### src/asmp_params.svh
// Constants of the asynchronous static memory port
`ifndef ASMP_PARAMS_SVH
`define ASMP_PARAMS_SVH

// Bus geometry defaults
`define ASMP_ADDR_W      20
`define ASMP_DATA_W      16
`define ASMP_REGIONS     4
`define ASMP_REGION_W    2

// Phase lengths in ref_clk cycles, each at least one
`define ASMP_SETUP_CYC   8'h01
`define ASMP_ACCESS_CYC  8'h02
`define ASMP_HOLD_CYC    8'h01
`define ASMP_CNT_W       8

// Byte-lane enable codes, active low, bit 1 is the upper lane
`define ASMP_BE_BOTH_N   2'h0
`define ASMP_BE_UPPER_N  2'h1
`define ASMP_BE_LOWER_N  2'h2
`define ASMP_BE_NONE_N   2'h3

`endif

### src/asmp_pkg.sv
// Types shared by the static memory port modules
package asmp_pkg;

    // ==========================================================
    // Access sequencer states
    typedef enum logic [2:0]
    {
        ST_IDLE,
        ST_SETUP,
        ST_ACCESS,
        ST_HOLD
    } asmp_state_type;

endpackage

### src/asmp_timer_if.sv
// Carrier between the access sequencer and its phase timer
`timescale 1ns/1ps
`include "asmp_params.svh"

interface asmp_timer_if;
    logic                    load;
    logic [`ASMP_CNT_W-1:0]  load_val;
    logic                    done;

    modport seq
    (
        output load,
        output load_val,
        input  done
    );

    modport tmr
    (
        input  load,
        input  load_val,
        output done
    );
endinterface

### src/asmp_phase_timer.sv
// Down counter that times the setup, access and hold phases
`timescale 1ns/1ps
`include "asmp_params.svh"

module asmp_phase_timer
(
    input  wire logic  ref_clk,
    input  wire logic  reset,
    asmp_timer_if.tmr  tmr
);

    typedef struct packed
    {
        logic [`ASMP_CNT_W-1:0] cnt;
    } asmp_timer_state_type;

    asmp_timer_state_type st_q;
    asmp_timer_state_type st_d;

    // ==========================================================
    // Next count: a load wins over the countdown
    always_comb
    begin
        st_d = st_q;
        if (tmr.load)
        begin
            st_d.cnt = tmr.load_val;
        end
        else if (st_q.cnt != '0)
        begin
            st_d.cnt = st_q.cnt - `ASMP_CNT_W'(1);
        end
    end

    // Done means the current cycle is the last one of the phase
    assign tmr.done = (st_q.cnt == '0);

    // ==========================================================
    // State register
    always_ff @(posedge ref_clk)
    begin
        if (reset)
        begin
            st_q <= '0;
        end
        else
        begin
            st_q <= st_d;
        end
    end

endmodule

### src/asmp_port.sv
// Asynchronous static memory port: sequences strobes, selects and lanes
//
// Behaviour
// [RULE_01] Upper-byte write: upper enable low, lower high
// [RULE_02] Lower-byte write: upper enable high, lower low
// [RULE_03] Output enable asserted from first setup cycle
// [RULE_04] Read strobe asserted when access phase starts
// [RULE_05] Write strobe low for whole access period
// [RULE_06] Access waits until external ready is high
// [RULE_07] Only the addressed region select goes low
// [RULE_08] Reads and full writes enable both lanes
`timescale 1ns/1ps
`include "asmp_params.svh"

module asmp_port
#(
    parameter int                    ADDR_W     = `ASMP_ADDR_W,
    parameter int                    DATA_W     = `ASMP_DATA_W,
    parameter int                    REGIONS    = `ASMP_REGIONS,
    parameter int                    REGION_W   = `ASMP_REGION_W,
    parameter logic [`ASMP_CNT_W-1:0] SETUP_CYC  = `ASMP_SETUP_CYC,
    parameter logic [`ASMP_CNT_W-1:0] ACCESS_CYC = `ASMP_ACCESS_CYC,
    parameter logic [`ASMP_CNT_W-1:0] HOLD_CYC   = `ASMP_HOLD_CYC
)
(
    input  wire logic                ref_clk,
    input  wire logic                reset,
    // User request side
    input  wire logic                req_valid,
    input  wire logic                req_write,
    input  wire logic [REGION_W-1:0] req_region,
    input  wire logic [ADDR_W-1:0]   req_addr,
    input  wire logic [DATA_W-1:0]   req_wdata,
    input  wire logic [1:0]          req_byte_en,
    output logic                     req_ready,
    output logic                     rsp_valid,
    output logic [DATA_W-1:0]        rsp_rdata,
    // External memory side
    output logic [ADDR_W-1:0]        ext_addr_bus,
    input  wire logic [DATA_W-1:0]   ext_data_bus_in,
    output logic [DATA_W-1:0]        ext_data_bus_out,
    output logic                     ext_data_bus_oe_n,
    output logic [REGIONS-1:0]       region_select_n,
    output logic                     read_output_strobe_n,
    output logic                     read_strobe_n,
    output logic                     write_strobe_n,
    output logic [1:0]               byte_lane_enable_n,
    input  wire logic                ext_ready_in
);

    // ==========================================================
    // Registered state: every pin below comes straight from a field
    typedef struct packed
    {
        asmp_pkg::asmp_state_type state;
        logic                     is_write;
        logic                     req_ready;
        logic                     rsp_valid;
        logic [DATA_W-1:0]        rsp_rdata;
        logic [ADDR_W-1:0]        addr;
        logic [DATA_W-1:0]        wdata;
        logic                     data_oe_n;
        logic [REGIONS-1:0]       sel_n;
        logic                     oe_n;
        logic                     re_n;
        logic                     we_n;
        logic [1:0]               be_n;
    } asmp_port_state_type;

    asmp_port_state_type st_q;
    asmp_port_state_type st_d;
    asmp_timer_if        tmr_if ();

    // ==========================================================
    // Phase timer; loaded with the phase length minus one
    asmp_phase_timer u_timer
    (
        .ref_clk (ref_clk),
        .reset   (reset),
        .tmr     (tmr_if.tmr)
    );

    // ==========================================================
    // Access sequencer
    always_comb
    begin
        st_d = st_q;
        st_d.rsp_valid = 1'b0;
        tmr_if.load = 1'b0;
        tmr_if.load_val = '0;
        // Requests are taken only in idle; one arriving while busy waits on
        // req_ready, so the user side needs no queue of its own
        unique case (st_q.state)
            asmp_pkg::ST_IDLE:
            begin
                if (req_valid && st_q.req_ready)
                begin
                    st_d.state = asmp_pkg::ST_SETUP;
                    st_d.req_ready = 1'b0;
                    st_d.is_write = req_write;
                    st_d.addr = req_addr;
                    st_d.wdata = req_wdata;
                    // Only the addressed region's select goes low
                    st_d.sel_n = ~(REGIONS'(1) << req_region); // [RULE_07]
                    if (req_write)
                    begin
                        // Lane enables are the inverted byte mask
                        st_d.be_n = ~req_byte_en; // [RULE_01] [RULE_02] [RULE_08]
                        // A mask of 00 enables no lane, so such a write is harmless.
                        // Data goes on the bus before the write strobe falls and
                        // stays there through hold
                        st_d.data_oe_n = 1'b0;
                    end
                    else
                    begin
                        st_d.be_n = `ASMP_BE_BOTH_N; // [RULE_08]
                        st_d.oe_n = 1'b0; // [RULE_03]
                    end
                    // The timer ends a phase at zero, so N cycles load N-1
                    tmr_if.load = 1'b1;
                    tmr_if.load_val = SETUP_CYC - `ASMP_CNT_W'(1);
                end
            end
            asmp_pkg::ST_SETUP:
            begin
                if (tmr_if.done)
                begin
                    st_d.state = asmp_pkg::ST_ACCESS;
                    if (st_q.is_write)
                    begin
                        st_d.we_n = 1'b0; // [RULE_05]
                    end
                    else
                    begin
                        // Output enable is already low; the strobe joins it
                        st_d.re_n = 1'b0; // [RULE_04]
                    end
                    tmr_if.load = 1'b1;
                    tmr_if.load_val = ACCESS_CYC - `ASMP_CNT_W'(1);
                end
            end
            asmp_pkg::ST_ACCESS:
            begin
                // A slow device stretches the access by holding ready low.
                // Ready is looked at from the last timed access cycle on, so a device
                // that wants to stretch must pull it low by then. Read data is
                // taken on the edge the strobes rise, while the memory drives
                if (tmr_if.done && ext_ready_in) // [RULE_06]
                begin
                    st_d.state = asmp_pkg::ST_HOLD;
                    st_d.we_n = 1'b1; // [RULE_05]
                    st_d.re_n = 1'b1;
                    st_d.oe_n = 1'b1;
                    st_d.rsp_valid = 1'b1;
                    if (!st_q.is_write)
                    begin
                        st_d.rsp_rdata = ext_data_bus_in;
                    end
                    tmr_if.load = 1'b1;
                    tmr_if.load_val = HOLD_CYC - `ASMP_CNT_W'(1);
                end
            end
            asmp_pkg::ST_HOLD:
            begin
                // Strobes are high again, so the memory may let go of the bus
                // Select, address and write data stay put through hold
                if (tmr_if.done)
                begin
                    st_d.state = asmp_pkg::ST_IDLE;
                    st_d.sel_n = '1;
                    st_d.be_n = `ASMP_BE_NONE_N;
                    st_d.data_oe_n = 1'b1;
                    st_d.req_ready = 1'b1;
                end
            end
            // Unused state codes fall back to idle rather than lock up
            default:
            begin
                st_d.state = asmp_pkg::ST_IDLE;
            end
        endcase
    end

    // ==========================================================
    // State register; all strobes idle high after reset
    always_ff @(posedge ref_clk)
    begin
        if (reset)
        begin
            // Clear everything first, then set the pins that idle high
            st_q <= '0;
            st_q.state <= asmp_pkg::ST_IDLE;
            st_q.req_ready <= 1'b1;
            st_q.data_oe_n <= 1'b1;
            st_q.sel_n <= '1;
            st_q.oe_n <= 1'b1;
            st_q.re_n <= 1'b1;
            st_q.we_n <= 1'b1;
            st_q.be_n <= `ASMP_BE_NONE_N;
        end
        else
        begin
            st_q <= st_d;
        end
    end

    // ==========================================================
    // Outputs straight from the state register
    // No gates between flops and pins keeps the pin timing clean
    assign req_ready            = st_q.req_ready;
    assign rsp_valid            = st_q.rsp_valid;
    assign rsp_rdata            = st_q.rsp_rdata;
    assign ext_addr_bus         = st_q.addr;
    assign ext_data_bus_out     = st_q.wdata;
    assign ext_data_bus_oe_n    = st_q.data_oe_n;
    assign region_select_n      = st_q.sel_n;
    assign read_output_strobe_n = st_q.oe_n;
    assign read_strobe_n        = st_q.re_n;
    assign write_strobe_n       = st_q.we_n;
    assign byte_lane_enable_n   = st_q.be_n;

endmodule

### config.mk
export PLATFORM = sky130hd
export DESIGN_NAME = asmp_port
export DESIGN_NICKNAME = d
export VERILOG_FILES = /design/src/asmp_pkg.sv /design/src/asmp_timer_if.sv /design/src/asmp_phase_timer.sv /design/src/asmp_port.sv
export VERILOG_INCLUDE_DIRS = /design/src
export SDC_FILE = /design/constraint.sdc
export NUM_CORES = 1
export LEC_CHECK = 0
export ABC_AREA = 1
export BUFFER_PORTS_ARGS = -buffer_cell sky130_fd_sc_hd__buf_2
export CAP_MARGIN = 20
export CORE_ASPECT_RATIO = 0.9
export CORE_MARGIN = 8
export CORE_UTILIZATION = 53
export CTS_CLUSTER_SIZE = 10
export DETAILED_ROUTE_END_ITERATION = 10
export PLACE_DENSITY = 0.85
export SYNTH_ARGS = -nofsm -noshare
export SYNTH_HDL_FRONTEND = slang
export SYNTH_SLANG_ARGS = --single-unit
### constraint.sdc
create_clock -name ref_clk -period 4.05 [get_ports ref_clk]
set_input_delay 0.405 -clock ref_clk [delete_from_list [all_inputs] [get_ports ref_clk]]
set_output_delay 0.405 -clock ref_clk [all_outputs]
set_load 0.005 [all_outputs]
[Yosys cells after proc, flatten, opt, wreduce, memory -nomap -nowiden]
Index checks and enable logic that the tools add are counted.
Word-level totals
  register bits after elaboration: 76
  output and inout bits: 64
  logic and storage cells: 81
Cells by class
  add/sub/neg operators: 1
  equality and inequality tests: 11
  shifts and indexed selects: 1
  muxes and demuxes: 32
  bitwise gates (word level): 4
  reductions and logical operators: 18
Operators with widths (count)
  4-bit AND reduction: 5
  17-bit two-way mux: 1
  16-bit two-way mux: 1
  8-bit two-way mux: 2
  2-bit inequality test (second input constant): 8
  3-bit two-way mux: 4
  3-bit case mux with 4 select lines: 1
  1-bit two-way mux: 10
  5-bit two-way mux: 2
  5-bit case mux with 2 select lines: 1
  8-bit zero test: 1
  2-bit two-way mux: 4
  2-bit case mux with 2 select lines: 2
  2-bit nonzero test: 4
  8-bit nonzero test: 1
  8-bit by 1-bit subtractor with 8-bit output (second input constant): 1
  3-bit by 2-bit == test with 1-bit output (second input constant): 2
  6-bit two-way mux: 1
  3-bit AND reduction: 2
  4-bit inverter: 1
  1-bit case mux with 2 select lines: 2
  1-bit by 2-bit left shift with 4-bit output (first input constant): 1
  3-bit by 1-bit == test with 1-bit output (second input constant): 1
  3-bit zero test: 1
  6 further kinds: 8

[Depth between registers and ports, before layout]
Gate-level depths: netlist of the first run.
  depth in word-level cells: 5
  gate-level depth with buffers: 11
  gate-level depth less buffers: 10

[Cells and area by module]
A second synthesis of the first run with hierarchy kept.
Second synthesis, totals
  cells, all modules: 471
  area, all modules: 3654.8 µm²
By module, submodules not included
  asmp_port: times used 1, cells an instance 401, area an instance 3181.8 µm², sequential area each 1341.3 µm²
  asmp_phase_timer: times used 1, cells an instance 70, area an instance 473.0 µm², sequential area each 160.2 µm²

[Least setup slack after synthesis of the first run]
OpenSTA, ideal clock, no wires.
  path type: register to register
  start: register st_q[65] (netlist name)
  end: register st_q (netlist bit rsp_rdata[10])
  setup time: 0.119 ns
  data arrival time: 1.396 ns
  data required time: 3.931 ns
  slack: 2.534 ns
  cell stages (with the launch flop): 8
  buffers on the path: 2
  clock period less this slack: 1.516 ns
  cells stage by stage: dfxtp_1 > inv_1 > ha_1 > clkbuf_1 > nand4_1 > clkbuf_1 > o21ai_0 > a21oi_1
Between the ends
  longest elaborated chain between the ends: 2
RTL lines
  start, declared: RTL line asmp_port.sv:70  | asmp_port_state_type st_q;
  start signal, assigned: RTL line asmp_port.sv:203  | st_q <= st_d;
  3-bit by 2-bit == test with 1-bit output: RTL line asmp_port.sv:93  | unique case (st_q.state)
  3-bit AND reduction (no line)
No other way between the ends.
A chain may end at the register's enable or synchronous reset.

[Worst setup path after layout of the first run]
  start: register st_q[66] (netlist name)
  end: register st_q[65] (netlist name)
Between the ends
  longest elaborated chain between the ends: 3
  elaborated cells between the ends (all ways): 10
  those cells by class: 7 x eq/ne; 1 x mux; 2 x reduce/logical
RTL lines (RTL line)
  3-bit by 2-bit == test with 1-bit output, or another cell as far along: asmp_port.sv:93
  2-bit inequality test (no line)
  4-bit AND reduction (no line)
Several ways; a longest one is shown, not always the timed one.

==> results.json, run 1 <==
{
  "leakage_nw": 1.86,
  "drt-initial-drc-count": 149,
  "tightestPinTransition_ns": 0.757,
  "timing.hold.ws_ns": 0.305,
  "dieWidth_um": 101,
  "wl_um": 7830,
  "timing.rr.start": "st_q[66]",
  "syn-num-nets": 516,
  "min_path_type": "input port to register",
  "seq_power_share": 0.389,
  "wl_per_cell_um": 13.0,
  "relSlewSlack": 0.495,
  "vias": 2884,
  "start_util": 0.551,
  "drive_gt1_frac": 0.300,
  "syn_area_sq_um": 3410,
  "netlist_instances": 449,
  "power_frac_comb": 0.342,
  "async_reset_ff_frac": 0,
  "swShare": 0.355,
  "place.detailed.hpwl_um": 5860,
  "maxCapViolCount": 0,
  "endpoint_kind": "register",
  "rows": 27,
  "grt_setup_unrepaired": "no",
  "dieArea_sq_um": 9250,
  "path_cells": "inv_1, ha_1, nand3_1, inv_1, buf_8, o21ai_0, nand3_1, nand2_1, nor2_1",
  "htreeDepth": 3,
  "grt_overflow": 0,
  "fmax_mhz": 506,
  "cp-start-kind": "register",
  "die_h_um": 92.1,
  "drc": 0,
  "n_antenna_cell": 0,
  "synth_edf_count": 0,
  "cp_max_fo": 20,
  "insertion_delay_ns": 0.34,
  "p_int_mw": 1.66,
  "dpl.cell_count": 584,
  "critPathRequiredTime_ns": 4.33,
  "crit_path_start": "st_q[66]",
  "fin_crit_sh": 0.488,
  "fin_skew_ns": 0.00824,
  "ys_top_cells_by_count": "109 x nand2_1, 75 x dfxtp_1, 60 x a21oi_1",
  "cts_sinks": 75,
  "netlist_top_cells_area": "dfxtp_1 44%, buf_4 13%, nand2_1 12%, a21oi_1 8.8%, inv_1 4.2%",
  "peakVddDrop_mv": 0.407,
  "antenna_found_initial": 0,
  "synth_most_common_cell": "nand2_1",
  "cp.arrival_ns": 2.25,
  "numCtsBuffers": 9,
  "slew_viol_final": 0,
  "cts_resized": 0,
  "cp_top_family": "buffers and inverters",
  "slowest_delay_ns": 0.47,
  "path_buf_inv": 3,
  "rr_worst_depth": 9,
  "status": "finished clean",
  "cp_num_cells": 9,
  "final_antenna_net_count": 0,
  "crit_end": "st_q[65]",
  "yosys.area.top_type": "dfxtp_1",
  "grt_pass1_vias": 2717,
  "synth-seq-cells": 75,
  "setup_viol": 0,
  "synth.distinct_cells": 27,
  "tritoncts": "yes",
  "path_clk_slew_ns": 0.08,
  "syn_avg_cell_area_sq_um": 7.59,
  "track_usage": 0.172,
  "tns_ns": 0,
  "slowest_stage": "inv_1",
  "grt_max_degree": 44,
  "ctsLongestPathBuffers": 2,
  "pin_count": 125,
  "clkPwrFrac": 0.269,
  "place.gp.congestion": 0.870,
  "firstDrtPassIters": 4,
  "timing_hold_violations_final": 0,
  "area_growth_pct": 14.1,
  "ys.flop_type": "dfxtp_1",
  "fin_nets": 576,
  "core_region_area_sq_um": 6180,
  "holdBufCountCts": 0,
  "yosysTopAreaCellShare": 0.441,
  "fin_crit_ns": 1.97,
  "power_density_nw_per_um2": 662,
  "finalNonFillerCells": 601,
  "synth_seq_area_share": 0.441,
  "grt_pass1_wl_um": 13000,
  "power.switching_uw": 913,
  "timing.rr.end": "st_q[65]",
  "cts_root_buffer": "clkbuf_8",
  "synth_warnings": 0,
  "total_power_mw": 2.57,
  "port_buffers": 124,
  "viasPerCell": 4.80,
  "postCtsSetupRepairBufs": 0,
  "ff2ff_setup_slack_ns": 2.08,
  "criticalPathCategory": "register to register"
}
[stage by stage]
step	utilization	cell area (sq um)	worst slack, ns
after floorplan	-	3410	2.53
after global placement	0.587	3630	1.98
after detailed placement	0.587	3630	1.85
after CTS	0.627	3870	1.81
after global routing	0.629	3890	1.84
final	0.629	3890	2.08
[power by group through the flow]
| stage | logic, mW | registers, mW | clock network (mW) |
|---|---|---|---|
| final | 0.879 | 1.00 | 0.693 |
| after detailed placement | 0.874 | 1.02 | 0 |
| after CTS | 0.880 | 1.00 | 0.709 |
| after global routing | 1.00 | 1.02 | 0.743 |
| after floorplan | 0.753 | 0.998 | 0 |
| after global placement | 0.835 | 1.01 | 0 |
[sequential cells by signal (all words and copies together), names as in the netlist, 2 cells and up]
signal,cells
byte_lane_enable_n,2
region_select_n,4
ext_data_bus_out,16
ext_addr_bus,20
u_timer.st_q,8
st_q,3
rsp_rdata,16
[cells in the final DEF (no fill, tap or decap), types with 6 or more instances in the layout]
cell      instances
dfxtp_1          75
o21ai_0          23
nand2_1         109
buf_2           124
inv_1            38
clkbuf_8          9
nand3_1          11
ha_1              6
a21oi_1          60
nor2_1           23
[worst min path at each step]
stage	startpoint	end	slack [ns]	depth (start not counted)
global route	req_addr[2]	ext_addr_bus[2]	0.27	3
finish	req_addr[2]	ext_addr_bus[2]	0.30	3
detailed placement	rsp_rdata[7]	rsp_rdata[7]	0.43	2
global placement	read_strobe_n	read_strobe_n	0.43	2
CTS	req_addr[2]	ext_addr_bus[2]	0.29	3
floorplan	rsp_rdata[0]	rsp_rdata[0]	0.42	2
[cell type report]
class	instances	area [sq um]
fill	563	2290
multi-input combinational	256	1230
sequential	75	1500
clock inverter	7	124
timing repair buffer	127	651
tap	87	109
inverter	40	150
clock buffer	9	124
[worst register-to-register path, cell delays in order (launching register included)]
cell and delay, ns:
dfxtp_1 0.34, inv_1 0.12, ha_1 0.26, nand3_1 0.12, inv_1 0.47, buf_8 0.25, o21ai_0 0.10, nand3_1 0.10
nand2_1 0.06, nor2_1 0.10
[layer usage]
metal,wire length [um],global-route usage
met1,3290,0.198
met5,0,0
met2,3730,0.282
met4,98,0.0516
met3,708,0.0725
[logic make-up after synthesis]
kind of cell / after synthesis / synth area share
adder cells (fa/ha/maj): 6 / 0.0220
XOR/XNOR: 6 / 0.0154
AND/OR/NAND/NOR: 151 / 0.177
buffers and inverters: 118 / 0.198
flip-flops: 75 / 0.441
AO/OA/AOI/OAI: 93 / 0.147
Power figures use the tool's default switching activity.
==> run 2, diff against run 1 <==
--- a/config.mk
+++ b/config.mk
@@ -6,15 +6,15 @@
 export SDC_FILE = /design/constraint.sdc
 export NUM_CORES = 1
 export LEC_CHECK = 0
-export ABC_AREA = 1
+export ABC_AREA = 0
 export BUFFER_PORTS_ARGS = -buffer_cell sky130_fd_sc_hd__buf_2
 export CAP_MARGIN = 20
 export CORE_ASPECT_RATIO = 0.9
 export CORE_MARGIN = 8
-export CORE_UTILIZATION = 53
+export CORE_UTILIZATION = 49
 export CTS_CLUSTER_SIZE = 10
 export DETAILED_ROUTE_END_ITERATION = 10
-export PLACE_DENSITY = 0.85
+export PLACE_DENSITY = 0.79
 export SYNTH_ARGS = -nofsm -noshare
 export SYNTH_HDL_FRONTEND = slang
 export SYNTH_SLANG_ARGS = --single-unit
==> constraint.sdc (replaced) <==
create_clock -name ref_clk -period 2.01 [get_ports ref_clk]
set_input_delay 0.201 -clock ref_clk [delete_from_list [all_inputs] [get_ports ref_clk]]
set_output_delay 0.201 -clock ref_clk [all_outputs]
set_load 0.005 [all_outputs]
==> run 2 against run 1 <==
Net effect:
- non-clock buffer count up 9
- flip-flop and latch count unchanged
- largest cell class unchanged
- die area grew 6.3%
- first-iteration DRC count decreased by 19%
- clock skew up 0.0025 ns
- core utilization down 3.5 points
- fmax shrank 1.9%
- the flow now finishes with violations (setup timing)
==> results.json, run 2 <==
{
  "status": "complete, but fails checks",
  "violations": "setup timing",
  "syn_area_sq_um": 3390,
  "cts_sinks": 75,
  "holdBufCountCts": 0,
  "n_antenna_cell": 0,
  "slowest_delay_ns": 0.65,
  "setup_ws_ns": -0.00199,
  "total_power_mw": 4.23,
  "timing_hold_violations_final": 0,
  "path_buf_inv": 1,
  "path_clk_slew_ns": 0.08,
  "grt_setup_unrepaired": "yes",
  "synth_most_common_cell": "nand2_1",
  "cp_top_family": "simple AND/OR/NAND/NOR gates",
  "core_region_area_sq_um": 6620,
  "wl_per_cell_um": 13.8,
  "wl_um": 7880,
  "setup_viol": 1,
  "fin_crit_ns": 2.01,
  "drive_gt1_frac": 0.338,
  "place.gp.congestion": 0.821,
  "wirelength_met1_um": 3370,
  "slowest_stage": "or4_4",
  "relSlewSlack": 0.599,
  "criticalPathCategory": "register to register",
  "peakVddDrop_mv": 0.515,
  "route.met2.wl_um": 3830,
  "dieArea_sq_um": 9840,
  "maxCapViolCount": 0,
  "vias": 2775,
  "fin_nets": 544,
  "cp.arrival_ns": 2.21,
  "synth_edf_count": 0,
  "ys.flop_type": "dfxtp_1",
  "grt_overflow": 0,
  "area_growth_pct": 16.0,
  "grt_pass1_vias": 2649,
  "cp_max_fo": 8,
  "cts_root_buffer": "clkbuf_8",
  "critPathRequiredTime_ns": 2.21,
  "pin_count": 125,
  "die_h_um": 94.9,
  "dieWidth_um": 104,
  "fmax_mhz": 497,
  "fin_skew_ns": 0.0107,
  "endpoint_kind": "register",
  "path_cells": "inv_2, ha_4, or3b_4, or4_4, mux2i_1, nor2_1",
  "insertion_delay_ns": 0.33,
  "viasPerCell": 4.85,
  "cp-start-kind": "register",
  "ctsLongestPathBuffers": 2,
  "port_buffers": 124,
  "final_antenna_net_count": 0,
  "largest_reg_flops": 20,
  "start_util": 0.512,
  "power_density_nw_per_um2": 1080,
  "firstDrtPassIters": 4,
  "top_layer_used": "met4",
  "grt_max_degree": 60,
  "netlist_instances": 406,
  "fin_crit_sh": 1.00,
  "antenna_found_initial": 0,
  "async_reset_ff_frac": 0,
  "synth-seq-cells": 75,
  "yosysTopAreaCellShare": 0.443,
  "numCtsBuffers": 9,
  "drc": 0,
  "tritoncts": "yes",
  "netlist_top_cells_area": "dfxtp_1 44%, buf_4 13%, nand2_1 9.3%, a21oi_1 7.7%, mux2i_1 6.5%",
  "syn_avg_cell_area_sq_um": 8.35,
  "synth_warnings": 0,
  "synth_seq_area_share": 0.443,
  "slew_viol_final": 0,
  "tightestPinTransition_ns": 0.601,
  "final_common_cell": "buf_2",
  "grt_pass1_wl_um": 12300,
  "wl_met3_um": 592,
  "rows": 28,
  "drt-initial-drc-count": 120,
  "syn-num-nets": 473,
  "pre_cts_slack_ns": -0.0242,
  "min_path_type": "input port to register",
  "htreeDepth": 3,
  "yosys.area.top_type": "dfxtp_1",
  "track_usage": 0.150,
  "place.detailed.hpwl_um": 5670,
  "leakage_nw": 1.92,
  "ys_top_cells_by_count": "84 x nand2_1, 75 x dfxtp_1, 58 x buf_4",
  "synth.distinct_cells": 38,
  "mostFrequentLayoutCells": "124 x buf_2, 84 x nand2_1, 73 x dfxtp_1, 51 x a21oi_1, 30 x nor2_1"
}
==> run 2: repair_timing <==
item | in CTS | in global routing
resized for setup | 2 | 4
gates cloned | 0 | 1
pin swaps | 0 | 3
hold endpoints to repair | 0 | 0
setup buffers | 0 | 3
setup endpoints to repair | 5 | 23
==> run 2: cells by family (layout without fill, tap and decap cells) <==
family / count (synthesis) / in the layout / synth area share
mux: 22 / 22 / 0.0650
simple gates: 138 / 139 / 0.173
xor+xnor: 1 / 1 / 0.00258
buf+inv: 88 / 163 / 0.167
fa+ha+maj: 6 / 6 / 0.0221
compound gates: 76 / 76 / 0.127
flops: 75 / 75 / 0.443
==> run 2: through the flow <==
step / std cells / hold slack, ns / instance area (sq um) / setup TNS, ns / util
after global routing: 572 / 0.0677 / 3930 / -0.310 / 0.594
final: 572 / 0.0961 / 3930 / -0.00199 / 0.594
after detailed placement: 552 / 0.443 / 3690 / -0.0642 / 0.558
after floorplan: 406 / 0.337 / 3400 / 0 / -
after CTS: 568 / 0.0697 / 3890 / -0.0320 / 0.587
after global placement: 552 / 0.430 / 3690 / 0 / 0.558
==> run 2: final cells by class <==
type | instances | area [sq um]
timing repair buffer | 136 | 727
tap | 90 | 113
inverter | 11 | 41.3
clock inverter | 6 | 65.1
multi-input combinational | 244 | 1360
fill | 585 | 2690
sequential | 75 | 1500
clock buffer | 10 | 128
==> run 2: metal layers <==
| metal | vias up | track usage |
|---|---|---|
| li1 | 1434 | - |
| met1 | 1234 | 0.163 |
| met2 | 99 | 0.262 |
| met3 | 8 | 0.0558 |
| met4 | 0 | 0.0602 |
| met5 | - | 0 |
==> run 2: final timing paths <==
check,cells past startpoint,slack [ns],end,start
max reg2reg,6,-0.002,rsp_rdata[10],u_timer.st_q[0]
min,3,0.1,ext_data_bus_out[5],req_wdata[5]
max,6,-0.002,rsp_rdata[10],u_timer.st_q[0]
min reg2reg,2,0.45,ext_data_bus_out[15],ext_data_bus_out[15]
==> run 2: worst min-delay path: stages <==
cell,delay (ns)
buf_2,0.09
nand2_1,0.04
a21oi_1,0.05
==> run 2: report_power, final <==
group	total [mW]	switching, mW	internal (mW)
registers	1.76	0.110	1.65
clock network	1.11	0.538	0.576
logic	1.35	0.721	0.633
total	4.23	1.37	2.86
